===== config.mk =====
export PLATFORM = sky130hd
export DESIGN_NAME = gpa_port
export DESIGN_NICKNAME = d
export VERILOG_FILES = /design/src/rtl/gpa_pkg.sv /design/src/rtl/gpa_port.sv
export SDC_FILE = /design/constraint.sdc
export NUM_CORES = 1
export LEC_CHECK = 0
export BUFFER_PORTS_ARGS = -buffer_cell sky130_fd_sc_hd__buf_2
export CAP_MARGIN = 20
export CORE_MARGIN = 4
export CORE_UTILIZATION = 40
export DETAILED_ROUTE_END_ITERATION = 10
export PLACE_DENSITY = 0.66
export SKIP_LAST_GASP = 1
export SLEW_MARGIN = 5
export SYNTH_ARGS = -nofsm -noshare
export SYNTH_HDL_FRONTEND = slang
export SYNTH_SLANG_ARGS = --single-unit

===== constraint.sdc =====
create_clock -name SYS_CLK -period 3.2 [get_ports SYS_CLK]
set_clock_uncertainty 0.05 [all_clocks]
set_input_delay 0.32 -clock SYS_CLK [delete_from_list [all_inputs] [get_ports SYS_CLK]]
set_output_delay 0.32 -clock SYS_CLK [all_outputs]
set_load 0.005 [all_outputs]

===== src/rtl/gpa_pkg.sv =====
// Package for general-purpose port A: register map, reset values, carriers.
// Assumes APB with 32-bit data; registers occupy one aligned word each.
package gpa_pkg;

  // Register byte addresses
  localparam logic [7:0] GPA_ADDR_LEVEL = 8'h00;
  localparam logic [7:0] GPA_ADDR_DIR   = 8'h04;
  localparam logic [7:0] GPA_ADDR_ANSEL = 8'h08;
  localparam logic [7:0] GPA_ADDR_PULL  = 8'h0c;
  localparam logic [7:0] GPA_ADDR_OPT   = 8'h10;
  localparam logic [7:0] GPA_ADDR_IOC   = 8'h14;
  localparam logic [7:0] GPA_ADDR_IST   = 8'h18;
  localparam logic [7:0] GPA_ADDR_IMSK  = 8'h1c;

  // Implemented bit masks
  localparam logic [7:0] GPA_PIN_MASK   = 8'hef;
  localparam logic [7:0] GPA_DIR_WMASK  = 8'hcf;
  localparam logic [7:0] GPA_ANSEL_MASK = 8'h0f;
  localparam logic [7:0] GPA_PULL_MASK  = 8'h2f;
  localparam logic [7:0] GPA_IOC_MASK   = 8'hf7;

  // Field positions
  localparam int GPA_INPUT_ONLY_BIT = 5;
  localparam int GPA_OPEN_DRAIN_BIT = 7;
  localparam int GPA_OPT_PU_DIS_BIT = 0;
  localparam int GPA_FUSE_RESET_BIT = 5;

  // Reset values
  localparam logic [7:0] GPA_DIR_RST   = 8'hef;
  localparam logic [7:0] GPA_ANSEL_RST = 8'h0f;
  localparam logic [7:0] GPA_PULL_RST  = 8'h2f;
  localparam logic [7:0] GPA_LATCH_RST = 8'h00;
  localparam logic [7:0] GPA_ZERO      = 8'h00;
  localparam logic       GPA_PU_DIS_RST = 1'b1;

  // Alternate function output request from one peripheral
  typedef struct packed {
    logic en;
    logic val;
  } gpa_alt_s;

  // Peripheral output requests, in rising priority per pin
  typedef struct packed {
    gpa_alt_s dbg0;
    gpa_alt_s clko1;
    gpa_alt_s tmr2;
    gpa_alt_s int2;
    gpa_alt_s rst5;
    gpa_alt_s ten5;
    gpa_alt_s ccd6;
    gpa_alt_s pgd6;
    gpa_alt_s scl7;
  } gpa_alts_s;

  // Pin drive bundle
  typedef struct packed {
    logic [7:0] out;
    logic [7:0] oe;
    logic [7:0] pull;
  } gpa_pins_s;

  // Module state
  typedef struct packed {
    logic [7:0] sync1;
    logic [7:0] sync2;
    logic [7:0] prev;
    logic [7:0] latch;
    logic [7:0] dir;
    logic [7:0] ansel;
    logic [7:0] pull_en;
    logic       pu_dis;
    logic [7:0] ioc_en;
    logic [7:0] ist;
    logic [7:0] imsk;
    logic [31:0] prdata;
    logic       pready;
    logic       pslverr;
    logic       irq;
    gpa_pins_s  pins;
  } gpa_state_s;

endpackage


===== src/rtl/gpa_port.sv =====
// General-purpose port A: direction, latch, analog select, pull-ups,
// change interrupts, output priority, APB register slave.
// Assumes pad logic resolves PIN_OUT/PIN_OE/PIN_PULL to the pad wires.
//
// Operation
// - Eight-bit port, five push-pull, one open-drain I/O, one input; bit 4 zero.
// - Direction bit one disables driver (input); zero enables driver.
// - Pin 5 input only; its direction bit always reads one.
// - Data read returns pin levels; write updates latch only, read-modify-write.
// - Analog-selected pins read zero; digital input buffer disabled.
// - Analog select does not stop output driving.
// - Digital output pin reads back the actual pin state.
// - Analog select bits reset to one.
// - Per-pin change interrupt enables, bits 7:4 and 2:0, off at reset.
// - Pull-ups only on pins 3:0 and 5; pins 3:0 each with own enable.
// - Pull-up removed for outputs, alternates, and global disable set at reset.
// - Pin 5 pull-up follows the fuse reset-pin selection only.
// - Pin 7 open drain: only pulls low.
// - Highest-priority enabled source controls the pin, also in analog mode.
// - Fixed per-pin priority from latch up to peripheral functions.
// - Enabled peripheral takes the pin away from general-purpose I/O.
// - Pull-up needs global enable, input, own bit set, not analog.
// - Analog select also disables pull-up and change interrupt.
//
// The address map and register access over APB were left to the implementer.
`timescale 1ns/1ps

module gpa_port (
  input  wire logic              SYS_CLK,
  input  wire logic              RST,
  input  wire logic [7:0]        PADDR,
  input  wire logic              PSEL,
  input  wire logic              PENABLE,
  input  wire logic              PWRITE,
  input  wire logic [31:0]       PWDATA,
  input  wire logic [3:0]        PSTRB,
  output logic [31:0]            PRDATA,
  output logic                   PREADY,
  output logic                   PSLVERR,
  input  wire logic [7:0]        PIN_IN,
  output logic [7:0]             PIN_OUT,
  output logic [7:0]             PIN_OE,
  output logic [7:0]             PIN_PULL,
  input  wire logic [13:0]       FUSE_WORD,
  input  wire gpa_pkg::gpa_alts_s ALT_OUT,
  output logic                   IRQ
);

  gpa_pkg::gpa_state_s st_reg;
  gpa_pkg::gpa_state_s st_next;

  // Drive decision per pin, combinational helpers
  logic [7:0] drv_val;
  logic [7:0] alt_own;
  logic [7:0] dir_eff;
  logic [7:0] rd_level;
  logic [7:0] pull_w;
  logic [7:0] chg;
  logic [7:0] wmask;
  logic       wr;
  logic       rd;
  logic       known;

  // Output priority: later sources override earlier ones
  always_comb begin
    drv_val = st_reg.latch;
    alt_own = 8'h00;
    if (ALT_OUT.dbg0.en) begin
      drv_val[0] = ALT_OUT.dbg0.val;
      alt_own[0] = 1'b1;
    end
    if (ALT_OUT.clko1.en) begin
      drv_val[1] = ALT_OUT.clko1.val;
      alt_own[1] = 1'b1;
    end
    if (ALT_OUT.tmr2.en) begin
      drv_val[2] = ALT_OUT.tmr2.val;
      alt_own[2] = 1'b1;
    end
    if (ALT_OUT.int2.en) begin
      drv_val[2] = ALT_OUT.int2.val;
      alt_own[2] = 1'b1;
    end
    if (ALT_OUT.rst5.en) begin
      drv_val[5] = ALT_OUT.rst5.val;
      alt_own[5] = 1'b1;
    end
    if (ALT_OUT.ten5.en) begin
      drv_val[5] = ALT_OUT.ten5.val;
      alt_own[5] = 1'b1;
    end
    if (ALT_OUT.ccd6.en) begin
      drv_val[6] = ALT_OUT.ccd6.val;
      alt_own[6] = 1'b1;
    end
    if (ALT_OUT.pgd6.en) begin
      drv_val[6] = ALT_OUT.pgd6.val;
      alt_own[6] = 1'b1;
    end
    if (ALT_OUT.scl7.en) begin
      drv_val[7] = ALT_OUT.scl7.val;
      alt_own[7] = 1'b1;
    end
  end

  // Effective direction with fixed bits forced
  assign dir_eff = (st_reg.dir | ~gpa_pkg::GPA_PIN_MASK)
                 | (8'h01 << gpa_pkg::GPA_INPUT_ONLY_BIT);

  // Digital read path: analog pins read zero, bit 4 absent
  assign rd_level = st_reg.sync2 & ~st_reg.ansel & gpa_pkg::GPA_PIN_MASK;

  // Pull-up qualification per pin
  always_comb begin
    pull_w = st_reg.pull_en & gpa_pkg::GPA_PULL_MASK & dir_eff
           & ~st_reg.ansel & ~alt_own;
    if (st_reg.pu_dis) begin
      pull_w = 8'h00;
    end
    pull_w[gpa_pkg::GPA_INPUT_ONLY_BIT] =
      FUSE_WORD[gpa_pkg::GPA_FUSE_RESET_BIT];
  end

  // Level changes on enabled, digital pins
  assign chg = (rd_level ^ st_reg.prev) & st_reg.ioc_en & ~st_reg.ansel;

  assign wr = PSEL & PENABLE & PWRITE;
  assign rd = PSEL & ~PENABLE & ~PWRITE;
  assign wmask = PSTRB[0] ? 8'hff : 8'h00;

  always_comb begin
    case (PADDR)
      gpa_pkg::GPA_ADDR_LEVEL, gpa_pkg::GPA_ADDR_DIR, gpa_pkg::GPA_ADDR_ANSEL,
      gpa_pkg::GPA_ADDR_PULL, gpa_pkg::GPA_ADDR_OPT, gpa_pkg::GPA_ADDR_IOC,
      gpa_pkg::GPA_ADDR_IST, gpa_pkg::GPA_ADDR_IMSK: known = 1'b1;
      default: known = 1'b0;
    endcase
  end

  // Next-state logic
  always_comb begin
    st_next = st_reg;
    st_next.sync1 = PIN_IN;
    st_next.sync2 = st_reg.sync1;
    st_next.prev = rd_level;
    st_next.pready = 1'b0;
    st_next.pslverr = 1'b0;
    // Sticky change flags; set beats clear
    st_next.ist = st_reg.ist | chg;
    // Setup cycle: prepare read data, answer in access phase
    if (PSEL & ~PENABLE) begin
      st_next.pready = 1'b1;
      st_next.pslverr = ~known;
      st_next.prdata = 32'h0000_0000;
      if (rd) begin
        case (PADDR)
          gpa_pkg::GPA_ADDR_LEVEL: st_next.prdata[7:0] = rd_level;
          gpa_pkg::GPA_ADDR_DIR:   st_next.prdata[7:0] = dir_eff
                                     & gpa_pkg::GPA_PIN_MASK;
          gpa_pkg::GPA_ADDR_ANSEL: st_next.prdata[7:0] = st_reg.ansel;
          gpa_pkg::GPA_ADDR_PULL:  st_next.prdata[7:0] = st_reg.pull_en;
          gpa_pkg::GPA_ADDR_OPT:   st_next.prdata[0] = st_reg.pu_dis;
          gpa_pkg::GPA_ADDR_IOC:   st_next.prdata[7:0] = st_reg.ioc_en;
          gpa_pkg::GPA_ADDR_IST:   st_next.prdata[7:0] = st_reg.ist;
          gpa_pkg::GPA_ADDR_IMSK:  st_next.prdata[7:0] = st_reg.imsk;
          default:                 st_next.prdata = 32'h0000_0000;
        endcase
      end
    end
    // Writes take effect at the access edge
    if (wr & st_reg.pready) begin
      case (PADDR)
        gpa_pkg::GPA_ADDR_LEVEL:
          st_next.latch = (st_reg.latch & ~wmask)
                        | (PWDATA[7:0] & wmask & gpa_pkg::GPA_PIN_MASK);
        gpa_pkg::GPA_ADDR_DIR:
          st_next.dir = (st_reg.dir & ~wmask)
                      | (PWDATA[7:0] & wmask & gpa_pkg::GPA_DIR_WMASK);
        gpa_pkg::GPA_ADDR_ANSEL:
          st_next.ansel = (st_reg.ansel & ~wmask)
                        | (PWDATA[7:0] & wmask & gpa_pkg::GPA_ANSEL_MASK);
        gpa_pkg::GPA_ADDR_PULL:
          st_next.pull_en = (st_reg.pull_en & ~wmask)
                          | (PWDATA[7:0] & wmask & gpa_pkg::GPA_PULL_MASK);
        gpa_pkg::GPA_ADDR_OPT:
          if (PSTRB[0]) begin
            st_next.pu_dis = PWDATA[gpa_pkg::GPA_OPT_PU_DIS_BIT];
          end
        gpa_pkg::GPA_ADDR_IOC:
          st_next.ioc_en = (st_reg.ioc_en & ~wmask)
                         | (PWDATA[7:0] & wmask & gpa_pkg::GPA_IOC_MASK);
        gpa_pkg::GPA_ADDR_IST:
          st_next.ist = (st_reg.ist & ~(PWDATA[7:0] & wmask)) | chg;
        gpa_pkg::GPA_ADDR_IMSK:
          st_next.imsk = (st_reg.imsk & ~wmask) | (PWDATA[7:0] & wmask);
        default: st_next.ist = st_reg.ist | chg;
      endcase
    end
    st_next.irq = |(st_next.ist & st_next.imsk);
    // Pin drive: direction gates the driver, analog select does not
    st_next.pins.oe = ~dir_eff & gpa_pkg::GPA_PIN_MASK;
    st_next.pins.oe[gpa_pkg::GPA_OPEN_DRAIN_BIT] =
      ~dir_eff[gpa_pkg::GPA_OPEN_DRAIN_BIT] & ~drv_val[gpa_pkg::GPA_OPEN_DRAIN_BIT];
    st_next.pins.out = drv_val & gpa_pkg::GPA_PIN_MASK
                     & ~(8'h01 << gpa_pkg::GPA_OPEN_DRAIN_BIT);
    st_next.pins.pull = pull_w;
  end

  // State register with synchronous reset
  always_ff @(posedge SYS_CLK) begin
    if (RST) begin
      st_reg <= '0;
      st_reg.dir <= gpa_pkg::GPA_DIR_RST;
      st_reg.ansel <= gpa_pkg::GPA_ANSEL_RST;
      st_reg.pull_en <= gpa_pkg::GPA_PULL_RST;
      st_reg.pu_dis <= gpa_pkg::GPA_PU_DIS_RST;
      st_reg.latch <= gpa_pkg::GPA_LATCH_RST;
      st_reg.ioc_en <= gpa_pkg::GPA_ZERO;
    end else begin
      st_reg <= st_next;
    end
  end

  assign PRDATA = st_reg.prdata;
  assign PREADY = st_reg.pready;
  assign PSLVERR = st_reg.pslverr;
  assign PIN_OUT = st_reg.pins.out;
  assign PIN_OE = st_reg.pins.oe;
  assign PIN_PULL = st_reg.pins.pull;
  assign IRQ = st_reg.irq;

  // Checks
  a_pin4_never_driven: assert property (@(posedge SYS_CLK) disable iff (RST)
    !PIN_OE[4] && !PIN_OUT[4]) else $error("pin 4 driven");
  a_input_dir_off: assert property (@(posedge SYS_CLK) disable iff (RST)
    st_reg.dir[0] |=> !PIN_OE[0]) else $error("input pin driven");
  a_pin5_input_only: assert property (@(posedge SYS_CLK) disable iff (RST)
    !PIN_OE[5]) else $error("pin 5 driven");
  a_latch_write_rmw: assert property (@(posedge SYS_CLK) disable iff (RST)
    wr && st_reg.pready && PADDR == gpa_pkg::GPA_ADDR_LEVEL && PSTRB[0]
    |=> st_reg.latch == ($past(PWDATA[7:0]) & gpa_pkg::GPA_PIN_MASK))
    else $error("latch not written");
  a_analog_reads_zero: assert property (@(posedge SYS_CLK) disable iff (RST)
    (rd_level & st_reg.ansel) == 8'h00) else $error("analog read nonzero");
  a_open_drain_low: assert property (@(posedge SYS_CLK) disable iff (RST)
    PIN_OE[7] |-> !PIN_OUT[7]) else $error("pin 7 drives high");
  a_pullup_qualify: assert property (@(posedge SYS_CLK) disable iff (RST)
    (st_reg.pu_dis || st_reg.ansel[0]) |=> !PIN_PULL[0]) else $error("bad pullup");
  a_pin5_pull_fuse: assert property (@(posedge SYS_CLK) disable iff (RST)
    ##1 PIN_PULL[5] == $past(FUSE_WORD[5])) else $error("pin 5 pull wrong");
  a_alt_priority: assert property (@(posedge SYS_CLK) disable iff (RST)
    ALT_OUT.int2.en && !dir_eff[2] |=> PIN_OUT[2] == $past(ALT_OUT.int2.val))
    else $error("priority wrong");
  a_apb_answer: assert property (@(posedge SYS_CLK) disable iff (RST)
    PSEL && !PENABLE |=> PREADY ##1 !PREADY) else $error("apb timing");
  c_latch_write: cover property (@(posedge SYS_CLK) wr && PREADY);
  c_change_irq: cover property (@(posedge SYS_CLK) $rose(IRQ));
  c_alt_scl: cover property (@(posedge SYS_CLK) ALT_OUT.scl7.en && PIN_OE[7]);
  c_analog_drive: cover property (@(posedge SYS_CLK) PIN_OE[0] && st_reg.ansel[0]);
  c_pin5_pull: cover property (@(posedge SYS_CLK) PIN_PULL[5] && !st_reg.pu_dis);

  // Reset values on the first cycle out of reset
  a_ansel_reset_one: assert property (@(posedge SYS_CLK)
    $fell(RST)
    |-> st_reg.ansel == gpa_pkg::GPA_ANSEL_RST)
    else $error("analog select reset wrong");

  a_ioc_reset_off: assert property (@(posedge SYS_CLK)
    $fell(RST)
    |-> st_reg.ioc_en == 8'h00)
    else $error("change enables not cleared");

  a_pudis_reset_set: assert property (@(posedge SYS_CLK)
    $fell(RST)
    |-> st_reg.pu_dis)
    else $error("global pull-up disable not set");

  a_dir_reset_input: assert property (@(posedge SYS_CLK)
    $fell(RST)
    |-> PIN_OE == 8'h00)
    else $error("driver on after reset");

  // Pull-up qualification
  a_pull_output_off: assert property (@(posedge SYS_CLK) disable iff (RST)
    !dir_eff[1]
    |=> !PIN_PULL[1])
    else $error("pull-up on output pin");

  a_pull_alt_off: assert property (@(posedge SYS_CLK) disable iff (RST)
    ALT_OUT.dbg0.en
    |=> !PIN_PULL[0])
    else $error("pull-up on alternate pin");

  a_pull_global_off: assert property (@(posedge SYS_CLK) disable iff (RST)
    st_reg.pu_dis
    |=> (PIN_PULL & 8'hdf) == 8'h00)
    else $error("pull-up despite global disable");

  a_no_pull_high: assert property (@(posedge SYS_CLK) disable iff (RST)
    1'b1
    |-> (PIN_PULL & 8'hd0) == 8'h00)
    else $error("pull-up on pin without one");

  // Analog select side effects
  a_analog_drive: assert property (@(posedge SYS_CLK) disable iff (RST)
    st_reg.ansel[0] && !dir_eff[0]
    |=> PIN_OE[0])
    else $error("analog pin lost its driver");

  a_ioc_analog_off: assert property (@(posedge SYS_CLK) disable iff (RST)
    st_reg.ansel[1]
    |-> !chg[1])
    else $error("change seen on analog pin");

  // Change status and interrupt level
  a_irq_level: assert property (@(posedge SYS_CLK) disable iff (RST)
    1'b1
    |-> IRQ == |(st_reg.ist & st_reg.imsk))
    else $error("interrupt level wrong");

  a_status_sticky: assert property (@(posedge SYS_CLK) disable iff (RST)
    st_reg.ist[0] && !(wr && PADDR == gpa_pkg::GPA_ADDR_IST)
    |=> st_reg.ist[0])
    else $error("status bit lost");

  a_change_sets: assert property (@(posedge SYS_CLK) disable iff (RST)
    chg[0]
    |=> st_reg.ist[0])
    else $error("change did not set status");

  // Register reads and writes
  a_pin5_dir_reads: assert property (@(posedge SYS_CLK) disable iff (RST)
    PSEL && !PENABLE && !PWRITE && PADDR == gpa_pkg::GPA_ADDR_DIR
    |=> PRDATA[5])
    else $error("pin 5 direction reads zero");

  a_level_read: assert property (@(posedge SYS_CLK) disable iff (RST)
    PSEL && !PENABLE && !PWRITE && PADDR == gpa_pkg::GPA_ADDR_LEVEL
    |=> PRDATA[7:0] == $past(rd_level))
    else $error("level read wrong");

  a_pin4_read_zero: assert property (@(posedge SYS_CLK) disable iff (RST)
    PSEL && !PENABLE && !PWRITE && PADDR == gpa_pkg::GPA_ADDR_LEVEL
    |=> !PRDATA[4])
    else $error("pin 4 reads one");

  a_latch_read_stable: assert property (@(posedge SYS_CLK) disable iff (RST)
    PSEL && !PWRITE
    |=> $stable(st_reg.latch))
    else $error("read changed latch");

  a_dir_write: assert property (@(posedge SYS_CLK) disable iff (RST)
    wr && st_reg.pready && PADDR == gpa_pkg::GPA_ADDR_DIR && PSTRB[0] && PWDATA[0]
    |=> st_reg.dir[0])
    else $error("direction write lost");

  // Output priority per pin
  a_dbg_priority: assert property (@(posedge SYS_CLK) disable iff (RST)
    ALT_OUT.dbg0.en && !dir_eff[0]
    |=> PIN_OUT[0] == $past(ALT_OUT.dbg0.val))
    else $error("pin 0 source wrong");

  a_clko_priority: assert property (@(posedge SYS_CLK) disable iff (RST)
    ALT_OUT.clko1.en && !dir_eff[1]
    |=> PIN_OUT[1] == $past(ALT_OUT.clko1.val))
    else $error("pin 1 source wrong");

  a_pgd_priority: assert property (@(posedge SYS_CLK) disable iff (RST)
    ALT_OUT.pgd6.en && !dir_eff[6]
    |=> PIN_OUT[6] == $past(ALT_OUT.pgd6.val))
    else $error("pin 6 source wrong");

  a_scl_release: assert property (@(posedge SYS_CLK) disable iff (RST)
    ALT_OUT.scl7.en && ALT_OUT.scl7.val
    |=> !PIN_OE[7])
    else $error("pin 7 not released");

endmodule


==> summary.md <==
| Metric | Value |
|---|---|
| Routed Wire Length | `10.1 mm` |
| Via density per instance | `4.97` |
| Clock tree root driver cell | `sky130_fd_sc_hd__clkbuf_16` |
| Clk_lat worst skew | `between 0.3 and 0.4 ns` |
| Worst Path Class, Setup | `input pin to flip-flop` |
| Final antenna-violating net count | `0` |
| Routability cong. | `between 0.8 and 0.9` |
| Hold Path Class | `input pin to flip-flop` |
| Worst endpoint required time | `about 3.4 ns` |
| Peak Freq | `444 MHz` |
| Number of buffers added to fix hold violations after cts | `0` |
| Gr usage total | `0.155` |
| Number of register bits inferred by synthesis | `103` |
| Fraction of post-synthesis cell area in the top cell type by area | `0.458` |
| Buffer and inverter count on the worst path | `1` |
| Mapped Area | `4500 sq um` |
| Sum of negative setup slack | `0 ns` |
| Residual DRC | `0` |
| Final Setup Violations | `0` |
| Asr flop ratio synth | `0` |
| Port bufs | `75` |
| Final routed wire length divided by cell count | `15.4 microns` |
| Setup crit end kind | `flip-flop` |
| Row count | `38` |
| Crit-path slowest cell | `sky130_fd_sc_hd__o41a_1` |
| Post-detailed-placement cell area | `around 4700 sq um` |
| TritonCTS clock tree | `built` |
| DR pass1 iterations | `4` |
| Total number of vias | `about 3300` |
| Hold Violations, Final | `0` |
| Slew at the pin closest to its max-slew limit | `0.769 ns` |
| Global-route wire length before repair | `15.9 mm` |
| Top cells by area, synth | `sky130_fd_sc_hd__dfxtp_1, sky130_fd_sc_hd__mux2i_1, sky130_fd_sc_hd__buf_4` |
| Biggest area consumer among synthesized cells | `sky130_fd_sc_hd__dfxtp_1` |
| Type of element launching the critical path | `input pin` |
| Buffers from clock root to sink, at most | `2` |
| TritonCTS Buffers | `9` |
| Total instance count after detailed placement | `644` |
| Gr ovfl total | `0` |
| Clock Sink Count | `between 100 and 150` |
| Placed wire-length estimate | `7.26 mm` |
| Count of pins over their slew limit | `0` |
| Area of the core region | `approximately 11000 sq um` |
| Clk slew on worst S/H paths | `0.07 ns` |
| Number of nets in the final layout | `604` |
| Number of gates given a new drive strength after cts | `0` |
| Share of cells above drive strength 1 | `0.215` |
| Dominant delay contributor by cell family on the critical path | `compound AO/OA/AOI/OAI gates` |
| Horizontal die dimension | `about 110 microns` |
| Most frequently used flop master after synthesis | `sky130_fd_sc_hd__dfxtp_1` |
| Unique masters post-synth | `46` |
| Warnings from Yosys | `0` |
| IO Pins | `148` |
| Overall die height | `about 110 microns` |
| Biggest fanout along the worst timing path | `20` |
| Max-cap check violation count | `0` |
| Sequential element share of the synthesized area | `0.458` |
| Number of cells in the finished layout apart from fillers | `660` |
| Cell count after synthesis | `~470` |
| Post-CTS setup buffers | `0` |
| CP cell instances | `buf_2 -> nor4b_2 -> nand3_1 -> a21oi_1 -> o22ai_1 -> o41a_1` |
| Maximum level of the CTS H-tree | `3` |
| Run status | `completed` |
| Power density relative to cell area | `513 nW/um^2` |
| Avg Inst Size Synth | `9.49 sq um` |
| Max stage delay on crit path | `0.45 ns` |
| Final worst path period share | `0.705` |
| Number of antenna violations at the first check in global routing | `0` |
| Max_slew headroom | `0.487` |
| Die ar. | `13000 sq um` |
| Arrival time reported for the critical path endpoint | `about 2.4 ns` |
| EDFF count, synth | `0` |
| Antenna diode count | `0` |
| Number of DRC markers in iteration 0 | `194` |
| Final standard cell area without fillers | `roughly 5000 sq um` |
| VDD IR max | `around 0.25 mV` |
| Maximum number of pins on one net before global-route repair | `29` |
| Leakage component of the power | `2.22 nW` |
| Vias in the first global route | `3137` |
| Area growth from synthesis to final layout | `10.7%` |
| Starting density of the core | `0.412` |
| RSZ-0062 raised after global routing | `no` |
| Post-route minimum period | `~2.3 ns` |
-- synthesized netlist by cell type (all sizes together) (2+ instances only) --
master and instances:
a22oi 8, nor2 65, xnor2 7, inv 16
nand2 27, o21ai 9, nor4 2, dfxtp 103
buf 62, o22ai 6, nor2b 19, clkbuf 16
and3 9, nand4bb 2, mux2i 44, a21oi 17
nor3 9, o32ai 7, a32oi 4, nand2b 10
mux2 3, mux4 6, nand3 5
-- cells by family (layout without fill, tap and decap cells) --
logic type / Yosys count / in the layout / synth area share
muxes: 53 / 53 / 0.135
buffers and inverters: 94 / 110 / 0.127
xor gates and xnor gates: 7 / 7 / 0.0136
AOI/OAI and AO/OA: 57 / 57 / 0.0845
and+or+nand+nor: 159 / 159 / 0.181
other: 1 / 31 / 0.000833
DFF: 103 / 103 / 0.458
-- placed cells by master, fill, tap and decap left out, types with 10 or more instances in the layout --
cell type and count:
sky130_fd_sc_hd__nand2b_1 10, sky130_fd_sc_hd__conb_1 31, sky130_fd_sc_hd__a21oi_1 17, sky130_fd_sc_hd__nor2_1 64, sky130_fd_sc_hd__dfxtp_1 103, sky130_fd_sc_hd__nand2_1 27, sky130_fd_sc_hd__nor2b_1 19, sky130_fd_sc_hd__buf_2 75
sky130_fd_sc_hd__mux2i_1 44, sky130_fd_sc_hd__inv_1 16
-- through the flow --
step                       util  power, mW  worst slack (ns)  hold WS (ns)
final                     0.456       2.56             0.946         0.118
after global routing      0.456       2.65             0.814         0.127
after CTS                 0.456       2.58             0.962         0.107
after detailed placement  0.428       1.47             0.603         0.376
after global placement    0.428       1.47             0.629         0.374
after floorplan               -       1.44              1.28         0.346
-- worst paths after layout --
check	startpoint	end	slack, ns	depth (start not counted)
hold / removal	ALT_OUT[0]	PIN_OE[7]$_SDFF_PP0_	0.12	2
setup / recovery	PADDR[3]	IRQ$_SDFF_PP0_	0.95	6
hold reg to reg	st_next[126]$_SDFF_PP0_	st_reg[126]$_SDFF_PP0_	0.39	1
setup reg to reg	PREADY$_SDFF_PP0_	IRQ$_SDFF_PP0_	1.06	5
-- routing by layer --
layer | up-vias | routed length (microns) | GRT usage
li1 | 1610 | - | -
met1 | 1543 | 4550 | 0.209
met2 | 111 | 4680 | 0.240
met3 | 14 | 707 | 0.0291
met4 | 0 | 195 | 0.0760
met5 | - | 0 | 0
-- cell type report --
cell class	count	area [sq um]
clock buffers	10	239
well taps	140	175
inverters	16	60.1
multi-input cells	307	1980
flip-flops and latches	103	2060
fillers	1051	5950
clock inverters	6	67.6
repair buffers	78	398
-- power breakdown --
group	internal [mW]	leakage, nW	switching (mW)	total [mW]
combinational	0.0558	1.24	0.0875	0.143
clock	0.630	0.145	0.481	1.11
sequential	1.30	0.835	0.00547	1.30
-- worst reg2reg max path: cells and delay by family (launching register included) --
family / cells / cell delay, ns
AOI/OAI and AO/OA: 3 / 0.93
DFF: 1 / 0.34
and+or+nand+nor: 2 / 0.70
Power figures use the tool's default switching activity.
